--- src/core/fswd_cfg.svh ---
// Timing counts, field positions and reset values for the fail-safe watchdog control.
// Included by the design modules; definitions only.
`ifndef FSWD_CFG_SVH
`define FSWD_CFG_SVH
`define FSWD_CLK_HZ         50_000_000
`define FSWD_WD_MS_00       620
`define FSWD_WD_MS_01       310
`define FSWD_WD_MS_10       2500
`define FSWD_WD_MS_11       1250
`define FSWD_HBLANK_NS      10_000
`define FSWD_CMD_BITS       8
`define FSWD_CFG_RESET      8'h00
`define FSWD_FAULT_RESET    8'h00
`define FSWD_CMD_WD_ADDR    4'h1
`define FSWD_CMD_IN_ADDR    4'h2
`define FSWD_CMD_OC_ADDR    4'h3
`define FSWD_FS_OFF         2'h0
`define FSWD_FS_ON          2'h1
`define FSWD_FS_DISABLED    2'h2
`endif

--- src/core/fswd_pkg.sv ---
// Types shared by the fail-safe watchdog control modules.
// Assumes fswd_cfg.svh is on the include path.
package fswd_pkg;
   typedef enum logic [1:0] {FSWD_SLEEP, FSWD_NORMAL, FSWD_FAILSAFE} fswd_mode_t;
   typedef enum logic [1:0] {FSWD_IN_DIRECT, FSWD_IN_OFF, FSWD_IN_AND, FSWD_IN_OR} fswd_in_t;
endpackage

--- src/core/fswd_serial_if.sv ---
// Interface carrying serial transfer events from the shifter to the control core.
// Assumes a single clock; all signals are synchronous to core_clk.
`timescale 1ns/1ps
interface fswd_serial_if;
   logic       cmd_valid;
   logic [7:0] cmd_data;
   logic [7:0] status_word;
   modport shifter (output cmd_valid, output cmd_data, input status_word);
   modport core    (input cmd_valid, input cmd_data, output status_word);
endinterface

--- src/core/fswd_serial.sv ---
// Serial slave shifter: takes 8-bit commands MSB first, returns the status word.
// Assumes synchronised chip select and serial clock, sampled on core_clk.
`timescale 1ns/1ps
`include "fswd_cfg.svh"
module fswd_serial
   import fswd_pkg::*;
(
   // Clock and reset
   input  wire logic       core_clk,
   input  wire logic       reset_n,
   // Synchronised serial pins
   input  wire logic       cs_n_s,
   input  wire logic       sclk_s,
   input  wire logic       sdi_s,
   output logic            sdo_o,
   output logic            sdo_oe,
   // Core side
   fswd_serial_if.shifter  sif
);
   logic [7:0] sh_q, sh_d, tx_q, tx_d;
   logic [2:0] cnt_q, cnt_d;
   logic       sclk_q, cs_q, sdo_q, sdo_d, val_d, val_q;

   // Next-state of the shifter
   always_comb begin
      sh_d  = sh_q;
      tx_d  = tx_q;
      cnt_d = cnt_q;
      sdo_d = sdo_q;
      val_d = 1'b0;
      if (cs_q && !cs_n_s) begin
         tx_d  = sif.status_word;       // Load status on select
         sdo_d = sif.status_word[7];
         cnt_d = 3'h0;
      end else if (!cs_n_s && sclk_s && !sclk_q) begin
         sh_d  = {sh_q[6:0], sdi_s};
         tx_d  = {tx_q[6:0], 1'b0};
         sdo_d = tx_q[6];                // Changes after rising edge
         cnt_d = 3'(cnt_q + 3'h1);
         val_d = (cnt_q == 3'h7);
      end
   end

   always_ff @(posedge core_clk or negedge reset_n) begin
      if (!reset_n) begin
         sh_q <= 8'h00; tx_q <= 8'h00; cnt_q <= 3'h0;
         sclk_q <= 1'b0; cs_q <= 1'b1; sdo_q <= 1'b0; val_q <= 1'b0;
      end else begin
         sh_q <= sh_d; tx_q <= tx_d; cnt_q <= cnt_d;
         sclk_q <= sclk_s; cs_q <= cs_n_s; sdo_q <= sdo_d; val_q <= val_d;
      end
   end

   assign sif.cmd_valid = val_q;
   assign sif.cmd_data  = sh_q;
   assign sdo_o  = sdo_q;
   assign sdo_oe = !cs_n_s && !cs_q;   // Driven only while selected

   // Output enable follows chip select
   a_sdo_oe_select: assert property (@(posedge core_clk) disable iff (!reset_n)
      cs_n_s |-> !sdo_oe) else $error("sdo driven while deselected");
   a_sdo_shift_edge: assert property (@(posedge core_clk) disable iff (!reset_n)
      (!cs_n_s && !cs_q && !(sclk_s && !sclk_q)) |=> $stable(sdo_o))
      else $error("sdo changed without sclk rise");
endmodule

--- src/core/fswd_top.sv ---
// Fail-safe watchdog control of a high-side load switch: modes, watchdog, drive and fault flag.
// Assumes all pins are asynchronous to core_clk; the failsafe resistor is pre-decoded to two bits.
// Operation
// - Watchdog runs only while wake input is high.
// - Reset low clears configuration and fault registers.
// - Reset low with wake low enters sleep with load output off.
// - Reset low-to-high transition starts the watchdog timer.
// - Direct input drives load; its action set by serial command.
// - Fault flag open-drain, pulled low while any fault is present.
// - Fault bits are shifted out on serial data output.
// - After timeout, output on or off per failsafe select.
// - Failsafe select grounded disables watchdog and fail-safe.
// - Serial output driven only while chip select is low.
// - Serial output changes after serial clock rising edge.
// - High blanking window tolerates current up to high trip top.
// - Low blanking window applies programmable low trip threshold.
// - Wake and reset both low means sleep, settings zero.
// - Watchdog expiry from missing traffic enters fail-safe mode.
// - Period field: 00=620, 01=310, 10=2500, 11=1250 ms.
`timescale 1ns/1ps
`include "fswd_cfg.svh"
module fswd_top
   import fswd_pkg::*;
#(
   parameter int unsigned CLK_HZ  = `FSWD_CLK_HZ,
   parameter int unsigned MS_DIV  = `FSWD_CLK_HZ / 1000
)(
   // Clock and reset
   input  wire logic       core_clk,
   input  wire logic       reset_n,
   // Control pins
   input  wire logic       wake_in,
   input  wire logic       dev_reset_n,
   input  wire logic       direct_in,
   input  wire logic [1:0] failsafe_select_input,
   // Serial pins
   input  wire logic       chip_select_n,
   input  wire logic       serial_clk,
   input  wire logic       serial_din,
   output logic            serial_dout,
   output logic            serial_dout_oe,
   // Power stage sense
   input  wire logic       oc_high_trip,
   input  wire logic       oc_low_trip,
   input  wire logic       thermal_fault,
   // Outputs
   output logic            load_switch_output,
   output logic            fault_flag_n_o,
   output logic            fault_flag_n_oe,
   output logic [1:0]      low_trip_level_sel
);
   localparam int unsigned HBLANK_CYC = (`FSWD_HBLANK_NS * (CLK_HZ / 1_000_000) + 999) / 1000;

   // Two-flop synchronisers for every pin except thermal_fault
   logic [9:0] s1_q, s2_q;
   always_ff @(posedge core_clk or negedge reset_n) begin
      if (!reset_n) begin
         // Chip select resets to its idle high level, so no false select follows reset
         s1_q <= 10'h010;
         s2_q <= 10'h010;
      end else begin
         s1_q <= {wake_in, dev_reset_n, direct_in, failsafe_select_input, chip_select_n,
                  serial_clk, serial_din, oc_high_trip, oc_low_trip};
         s2_q <= s1_q;
      end
   end
   logic wake_s, rst_s, din_s, cs_s, sclk_s, sdi_s, och_s, ocl_s;
   logic [1:0] fsi_s;
   assign {wake_s, rst_s, din_s, fsi_s, cs_s, sclk_s, sdi_s, och_s, ocl_s} = s2_q;

   fswd_serial_if sif ();
   fswd_serial u_serial (
      .core_clk (core_clk), .reset_n (reset_n), .cs_n_s (cs_s), .sclk_s (sclk_s),
      .sdi_s (sdi_s), .sdo_o (serial_dout), .sdo_oe (serial_dout_oe), .sif (sif));

   // Watchdog period decode, used for the expiry compare
   function automatic logic [11:0] wd_ms(input logic [1:0] sel);
      case (sel)
         2'h0:    wd_ms = 12'(`FSWD_WD_MS_00);
         2'h1:    wd_ms = 12'(`FSWD_WD_MS_01);
         2'h2:    wd_ms = 12'(`FSWD_WD_MS_10);
         default: wd_ms = 12'(`FSWD_WD_MS_11);
      endcase
   endfunction

   fswd_mode_t mode_q, mode_d;
   fswd_in_t   in_mode_q, in_mode_d;
   logic [1:0] watchdog_period_sel_q, watchdog_period_sel_d, lo_thr_q, lo_thr_d;
   logic       sw_on_q, sw_on_d, rst_prev_q, wd_run_q, wd_run_d;
   logic [11:0] ms_q, ms_d;
   logic [31:0] div_q, div_d;
   logic [15:0] hb_q, hb_d;
   logic [7:0]  fault_q, fault_d;
   logic        ms_tick, expire, fs_disabled, any_fault, drive, kick;

   assign ms_tick     = (div_q == 32'(MS_DIV - 1));
   assign fs_disabled = (fsi_s == `FSWD_FS_DISABLED);
   assign kick        = sif.cmd_valid;
   assign expire      = wd_run_q && ms_tick && (ms_q >= wd_ms(watchdog_period_sel_q) - 12'h001);
   assign any_fault   = |fault_q;

   // Next state of mode, config, watchdog and faults
   always_comb begin
      mode_d = mode_q; in_mode_d = in_mode_q; watchdog_period_sel_d = watchdog_period_sel_q;
      lo_thr_d = lo_thr_q; sw_on_d = sw_on_q; wd_run_d = wd_run_q;
      ms_d = ms_q; div_d = ms_tick ? 32'h0000_0000 : div_q + 32'h0000_0001;
      hb_d = hb_q; fault_d = fault_q;
      if (!rst_s) begin                           // Reset pin low clears settings
         in_mode_d = FSWD_IN_DIRECT; watchdog_period_sel_d = 2'h0; lo_thr_d = 2'h0;
         sw_on_d = 1'b0; fault_d = `FSWD_FAULT_RESET; wd_run_d = 1'b0; ms_d = 12'h000;
         if (!wake_s) mode_d = FSWD_SLEEP;
      end else begin
         if (mode_q == FSWD_SLEEP) mode_d = FSWD_NORMAL;
         if (!rst_prev_q) begin                   // Rising reset starts timer
            wd_run_d = 1'b1; ms_d = 12'h000;
         end
         if (kick) begin
            ms_d = 12'h000;
            case (sif.cmd_data[7:4])              // Command decode
               `FSWD_CMD_WD_ADDR: watchdog_period_sel_d = sif.cmd_data[1:0];
               `FSWD_CMD_IN_ADDR: begin
                  in_mode_d = fswd_in_t'(sif.cmd_data[2:1]);
                  sw_on_d   = sif.cmd_data[0];
               end
               `FSWD_CMD_OC_ADDR: lo_thr_d = sif.cmd_data[1:0];
               default: ;
            endcase
         end else if (ms_tick && wd_run_q) begin
            ms_d = 12'(ms_q + 12'h001);
         end
      end
      if (!wake_s) wd_run_d = 1'b0;               // Watchdog stopped while wake is low
      if (fs_disabled) begin
         wd_run_d = 1'b0;
         if (mode_q == FSWD_FAILSAFE && mode_d != FSWD_SLEEP) mode_d = FSWD_NORMAL;
      end else if (expire && !kick && mode_d != FSWD_SLEEP) begin // Sleep wins over a late expiry
         mode_d = FSWD_FAILSAFE; wd_run_d = 1'b0;
      end
      // Blanking counter restarts on each switch-on
      hb_d = (drive && hb_q != 16'(HBLANK_CYC)) ? 16'(hb_q + 16'h0001) : (drive ? hb_q : 16'h0000);
      if (rst_s) begin
         if (och_s) fault_d[0] = 1'b1;            // Severe short any time
         if (ocl_s && hb_q == 16'(HBLANK_CYC)) fault_d[1] = 1'b1; // Low trip after window
         if (thermal_fault) fault_d[2] = 1'b1;
         fault_d[3] = (mode_q == FSWD_FAILSAFE);
      end
   end

   // Load drive selection
   always_comb begin
      case (in_mode_q)
         FSWD_IN_DIRECT: drive = din_s;
         FSWD_IN_OFF:    drive = sw_on_q;
         FSWD_IN_AND:    drive = din_s && sw_on_q;
         default:        drive = din_s || sw_on_q;
      endcase
      if (mode_q == FSWD_SLEEP) drive = 1'b0;
      else if (mode_q == FSWD_FAILSAFE) drive = (fsi_s == `FSWD_FS_ON);
      if (fault_q[0] || fault_q[1] || fault_q[2]) drive = 1'b0;
   end

   always_ff @(posedge core_clk or negedge reset_n) begin
      if (!reset_n) begin
         mode_q <= FSWD_SLEEP; in_mode_q <= FSWD_IN_DIRECT; watchdog_period_sel_q <= 2'h0;
         lo_thr_q <= 2'h0; sw_on_q <= 1'b0; rst_prev_q <= 1'b0; wd_run_q <= 1'b0;
         ms_q <= 12'h000; div_q <= 32'h0000_0000; hb_q <= 16'h0000;
         fault_q <= `FSWD_FAULT_RESET; load_switch_output <= 1'b0;
      end else begin
         mode_q <= mode_d; in_mode_q <= in_mode_d; watchdog_period_sel_q <= watchdog_period_sel_d;
         lo_thr_q <= lo_thr_d; sw_on_q <= sw_on_d; rst_prev_q <= rst_s; wd_run_q <= wd_run_d;
         ms_q <= ms_d; div_q <= div_d; hb_q <= hb_d; fault_q <= fault_d;
         load_switch_output <= drive;
      end
   end

   assign sif.status_word    = fault_q;
   assign fault_flag_n_o     = 1'b0;
   assign fault_flag_n_oe    = any_fault;        // Pull low on fault
   assign low_trip_level_sel = lo_thr_q;

   a_sleep_output_off: assert property (@(posedge core_clk) disable iff (!reset_n)
      (mode_q == FSWD_SLEEP) |=> !load_switch_output) else $error("load on in sleep");
   a_reset_clears_cfg: assert property (@(posedge core_clk) disable iff (!reset_n)
      !rst_s |=> (fault_q == 8'h00 && lo_thr_q == 2'h0)) else $error("cfg not cleared");
   a_wd_needs_wake: assert property (@(posedge core_clk) disable iff (!reset_n)
      !wake_s |=> !wd_run_q) else $error("watchdog runs without wake");
   a_wd_starts_rst: assert property (@(posedge core_clk) disable iff (!reset_n)
      (rst_s && !rst_prev_q && wake_s && !fs_disabled) |=> wd_run_q) else $error("timer not started");
   a_flag_follows_fault: assert property (@(posedge core_clk) disable iff (!reset_n)
      (rst_s && (och_s || thermal_fault)) |=> (fault_flag_n_oe && !fault_flag_n_o))
      else $error("fault flag mismatch");
   a_failsafe_on_expire: assert property (@(posedge core_clk) disable iff (!reset_n)
      (expire && !kick && !fs_disabled && (rst_s || wake_s)) |=> mode_q == FSWD_FAILSAFE)
      else $error("no failsafe");
   a_failsafe_drive: assert property (@(posedge core_clk) disable iff (!reset_n)
      (mode_q == FSWD_FAILSAFE && fault_q[2:0] == 3'h0) |=> load_switch_output == $past(fsi_s == `FSWD_FS_ON))
      else $error("failsafe drive wrong");
   a_select_gnd_off: assert property (@(posedge core_clk) disable iff (!reset_n)
      fs_disabled |=> !wd_run_q) else $error("watchdog on with select grounded");
   a_period_decode: assert property (@(posedge core_clk) disable iff (!reset_n)
      (watchdog_period_sel_q == 2'h2) |-> wd_ms(watchdog_period_sel_q) == 12'd2500)
      else $error("period decode");
   a_low_blank: assert property (@(posedge core_clk) disable iff (!reset_n)
      (rst_s && ocl_s && hb_q != 16'(HBLANK_CYC) && !fault_q[1]) |=> !fault_q[1])
      else $error("low trip inside blank");
   a_high_trip: assert property (@(posedge core_clk) disable iff (!reset_n)
      (rst_s && och_s) |=> fault_q[0]) else $error("severe short missed");
endmodule

--- config.mk ---
export PLATFORM = sky130hd
export DESIGN_NAME = fswd_top
export DESIGN_NICKNAME = d
export VERILOG_FILES = /design/src/core/fswd_pkg.sv /design/src/core/fswd_serial_if.sv /design/src/core/fswd_serial.sv /design/src/core/fswd_top.sv
export VERILOG_INCLUDE_DIRS = /design/src /design/src/core
export SDC_FILE = /design/constraint.sdc
export NUM_CORES = 1
export LEC_CHECK = 0
export BUFFER_PORTS_ARGS = -buffer_cell sky130_fd_sc_hd__buf_2
export CAP_MARGIN = 25
export CORE_AREA = 5 5 106 108
export DETAILED_ROUTE_END_ITERATION = 12
export DIE_AREA = 0 0 111 113
export GPL_ROUTABILITY_DRIVEN = 0
export PLACE_DENSITY_LB_ADDON = 0.12
export SETUP_SLACK_MARGIN = 0.5
export SYNTH_ARGS = -nofsm -noshare
export SYNTH_HDL_FRONTEND = slang
export SYNTH_HIERARCHICAL = 1
export SYNTH_SLANG_ARGS = --single-unit
--- constraint.sdc ---
create_clock -name core_clk -period 2.05 [get_ports core_clk]
set_input_delay 0.41 -clock core_clk [delete_from_list [all_inputs] [get_ports core_clk]]
set_output_delay 0.41 -clock core_clk [all_outputs]
set_load 0.01 [all_outputs]
==> impl_metrics.tcl <==
set metrics [dict create \
    p_leak_nw 3.332 \
    report.final.slew_viol_count 0 \
    crit_arrival_ns 2.47 \
    place_area_mm2 0.005954 \
    slowest_stage "or4_4" \
    start_kind "flip-flop" \
    crit_type "flip-flop to flip-flop" \
    period_minus_slack_ns 2.018 \
    synth_top_family_by_area "simple AND/OR/NAND/NOR gates" \
    drc 0 \
    synthTopCellsByArea "dfrtp_1 (52%), ha_1 (5.4%), xnor2_1 (3.9%), nor2_1 (3.0%), mux2_2 (2.8%)" \
    dieArea_mm2 0.01254 \
    grt_pass1_vias 4203 \
    syn_avg_cell_area_um2 11.00 \
    core_region_area_mm2 0.01014 \
    die_y_um 113 \
    routed_wl_mm 12.35 \
    clkSlewWorstSetupHoldPaths_ns 0.06 \
    root_buffer "clkbuf_8" \
    start_util_pct 54.89 \
    cp_cell_sequence "or4_4 -> nor4_4 -> nand4_2 -> or4_1 -> nand3_2" \
    syn_area_mm2 0.005565 \
    viasPerCell 5.535 \
    post_drt_wl_per_cell_um 16.39 \
    diodes 0 \
    hpwl_mm 6.870 \
    critPathMaxFanout 4 \
    dp.cells 666 \
    drt_pass1_iterations 5 \
    fin_skew_ns 0.007972 \
    setup_viol 0 \
    final_nets 641 \
    grt_overflow 0 \
    grt_max_degree 74 \
    hold_viol 0 \
    status "finished clean" \
    first_iter_violations 230 \
    numClockSinks 118 \
    cp_num_buf_inv 0 \
    synth_top_area_share_pct 51.71 \
    row_count 37 \
    die_w_um 111 \
    clock_path_buffers 2 \
    final_common_cell "dfrtp_1" \
    ys_types 55 \
    ir_drop_v 0.0008995 \
    synth_compound_area_share_pct 6.205 \
    synth_simple_gate_area_share_pct 20.12 \
    fillCellCount 674 \
    hold_class "input port to flip-flop" \
    fin_cells 753 \
    fmax_mhz 495.4 \
    cts_max_level 4 \
    ios 20 \
    area_growth_pct 32.96 \
    end_kind "flip-flop" \
    p_per_area_mw_per_mm2 792.6 \
    fin_crit_sh_pct 98.46 \
    final_antenna_net_count 0 \
    cts_tree "yes" \
    syn_inst 506 \
    synth_xor_area_share_pct 6.610 \
    slowest_delay_ns 0.55 \
    power_mw 5.865 \
    worstPathRequired_ns 2.50 \
    numPortBuffers 18 \
    antenna_found_initial 0 \
    seq_area_frac_synth_pct 53.13 \
    synth_mux_area_share_pct 5.890 \
    final_cell_mix "dfrtp_1 (113), buf_4 (43), nor2_1 (34)" \
    stdcell_area_mm2 0.007400 \
    synth_fa_ha_area_share_pct 5.396 \
    drive_above_1_share_pct 34.20 \
    synth_edf_count 0 \
    clock_latency_ns 0.51 \
    grt_use_total_pct 20.04 \
    timing.hold.ws_ns 0.1125 \
    yosysWarnings 6 \
    crit_family "simple AND/OR/NAND/NOR gates" \
    vias 4168 \
    cts_buffers 17 \
    synth_top_cell_by_area "dfrtp_1" \
    synth_flop_cell "dfrtp_1" \
    maxCapViolCount 0 \
    grt_pass1_wl_mm 20.38 \
    async_flop_share_pct 100.0 \
    rsz0062_at_grt "true" \
    ys_ff_latch 118 \
]
-- metrics by stage --
| stage | worst slack, ns | TNS (ns) | util (%) |
|---|---|---|---|
| floorplan | 0.05152 | 0 | - |
| global placement | 0.06092 | 0 | 58.73 |
| detailed placement | -0.002710 | -0.002710 | 58.73 |
| CTS | 0.03752 | 0 | 69.73 |
| global route | -0.09633 | -0.3663 | 72.99 |
| finish | 0.03158 | 0 | 72.99 |
-- sequential cells by signal, summed over array words and instances, names as in the netlist, 2 cells and up --
name                   cells
in_mode_q                  2
u_serial/tx_q              7
u_serial/sif.cmd_data      8
mode_q                     2
hb_q                      16
ms_q                      12
s1_q                      10
div_q                     32
u_serial/cnt_q             3
fault_q                    4
low_trip_level_sel         2
s2_q                      10
watchdog_period_sel_q      2
-- synth_stat cells, types with 3 or more instances --
cell type  instances
nand2b_1           4
xor2_1            17
nor3_1             9
nand2_1           30
or4_1              4
mux2_4             6
a21o_1             3
or3_1              5
o21ai_0           22
nor4_1             4
nor3b_1            6
buf_4              3
inv_1             18
nor2_1            45
mux2i_1            8
dfrtp_1          115
dfstp_2            3
nand4_1           20
mux2_2            14
buf_2              3
ha_1              24
o21a_1             3
and4_1             4
xnor2_1           25
and3_1            14
and2_1             5
clkbuf_1           9
nor2b_1           16
nand3_1           27
a21oi_1           11
a22o_1             4
-- cell type report --
class	instances	area, um^2	area share, %
Sequential cell	118	2959	39.99
Multi-Input combinational cell	361	2875	38.86
Timing Repair Buffer	88	726.9	9.824
Clock buffer	20	445.4	6.020
Tap cell	136	170.2	2.300
Clock inverter	12	152.6	2.063
Inverter	18	70.07	0.9469
-- repair_timing --
action                                 4_1_cts  5_1_grt
endpoints found under the hold margin      125        0
gates resized for setup                     51       47
pin swaps                                   35       40
hold buffers                                11        0
cloned                                       3        1
setup endpoints to repair                   65       67
buffers inserted                            24       16
-- metal layers --
metal	GRT usage (%)	wire length (um)	share of wire (%)
met5	0	0	0
met4	6.732	122	0.99
met3	4.973	440	3.6
met2	32.81	6302	51
met1	26.33	5480	44
-- worst register-to-register path: stages (launching register included) --
cell	delay (ns)
dfrtp_1	0.37
or4_4	0.55
nor4_4	0.29
nand4_2	0.16
or4_1	0.51
nand3_2	0.07
-- cell families (layout without fill, tap and decap cells) --
kind of cell / Yosys count / in the layout
XOR/XNOR: 42 / 42
adder cells (fa/ha/maj): 24 / 24
flip-flops: 118 / 118
other: 1 / 5
AND/OR/NAND/NOR: 204 / 205
AO/OA/AOI/OAI: 55 / 57
multiplexers: 28 / 28
buffers and inverters: 34 / 138
-- final timing paths --
check	cells past startpoint	to	slack (ns)	startpoint
worst max-delay path	5	ms_q[11]	0.03	div_q[5]
worst min-delay path	2	fault_q[2]	0.11	thermal_fault
worst max register to register	5	ms_q[11]	0.03	div_q[5]
worst min register to register	0	s2_q[3]	0.35	s1_q[3]
max in group asynchronous	3	div_q[7]	1.26	reset_n
min in group asynchronous	3	ms_q[9]	0.43	reset_n
-- power breakdown --
part	total, mW	switching, mW	internal (mW)
combinational	0.356	0.163	0.193
clock	2.97	1.06	1.91
sequential	2.54	0.0889	2.45
total	5.86	1.31	4.55
Note: power is estimated with default switching activity, not from simulation.
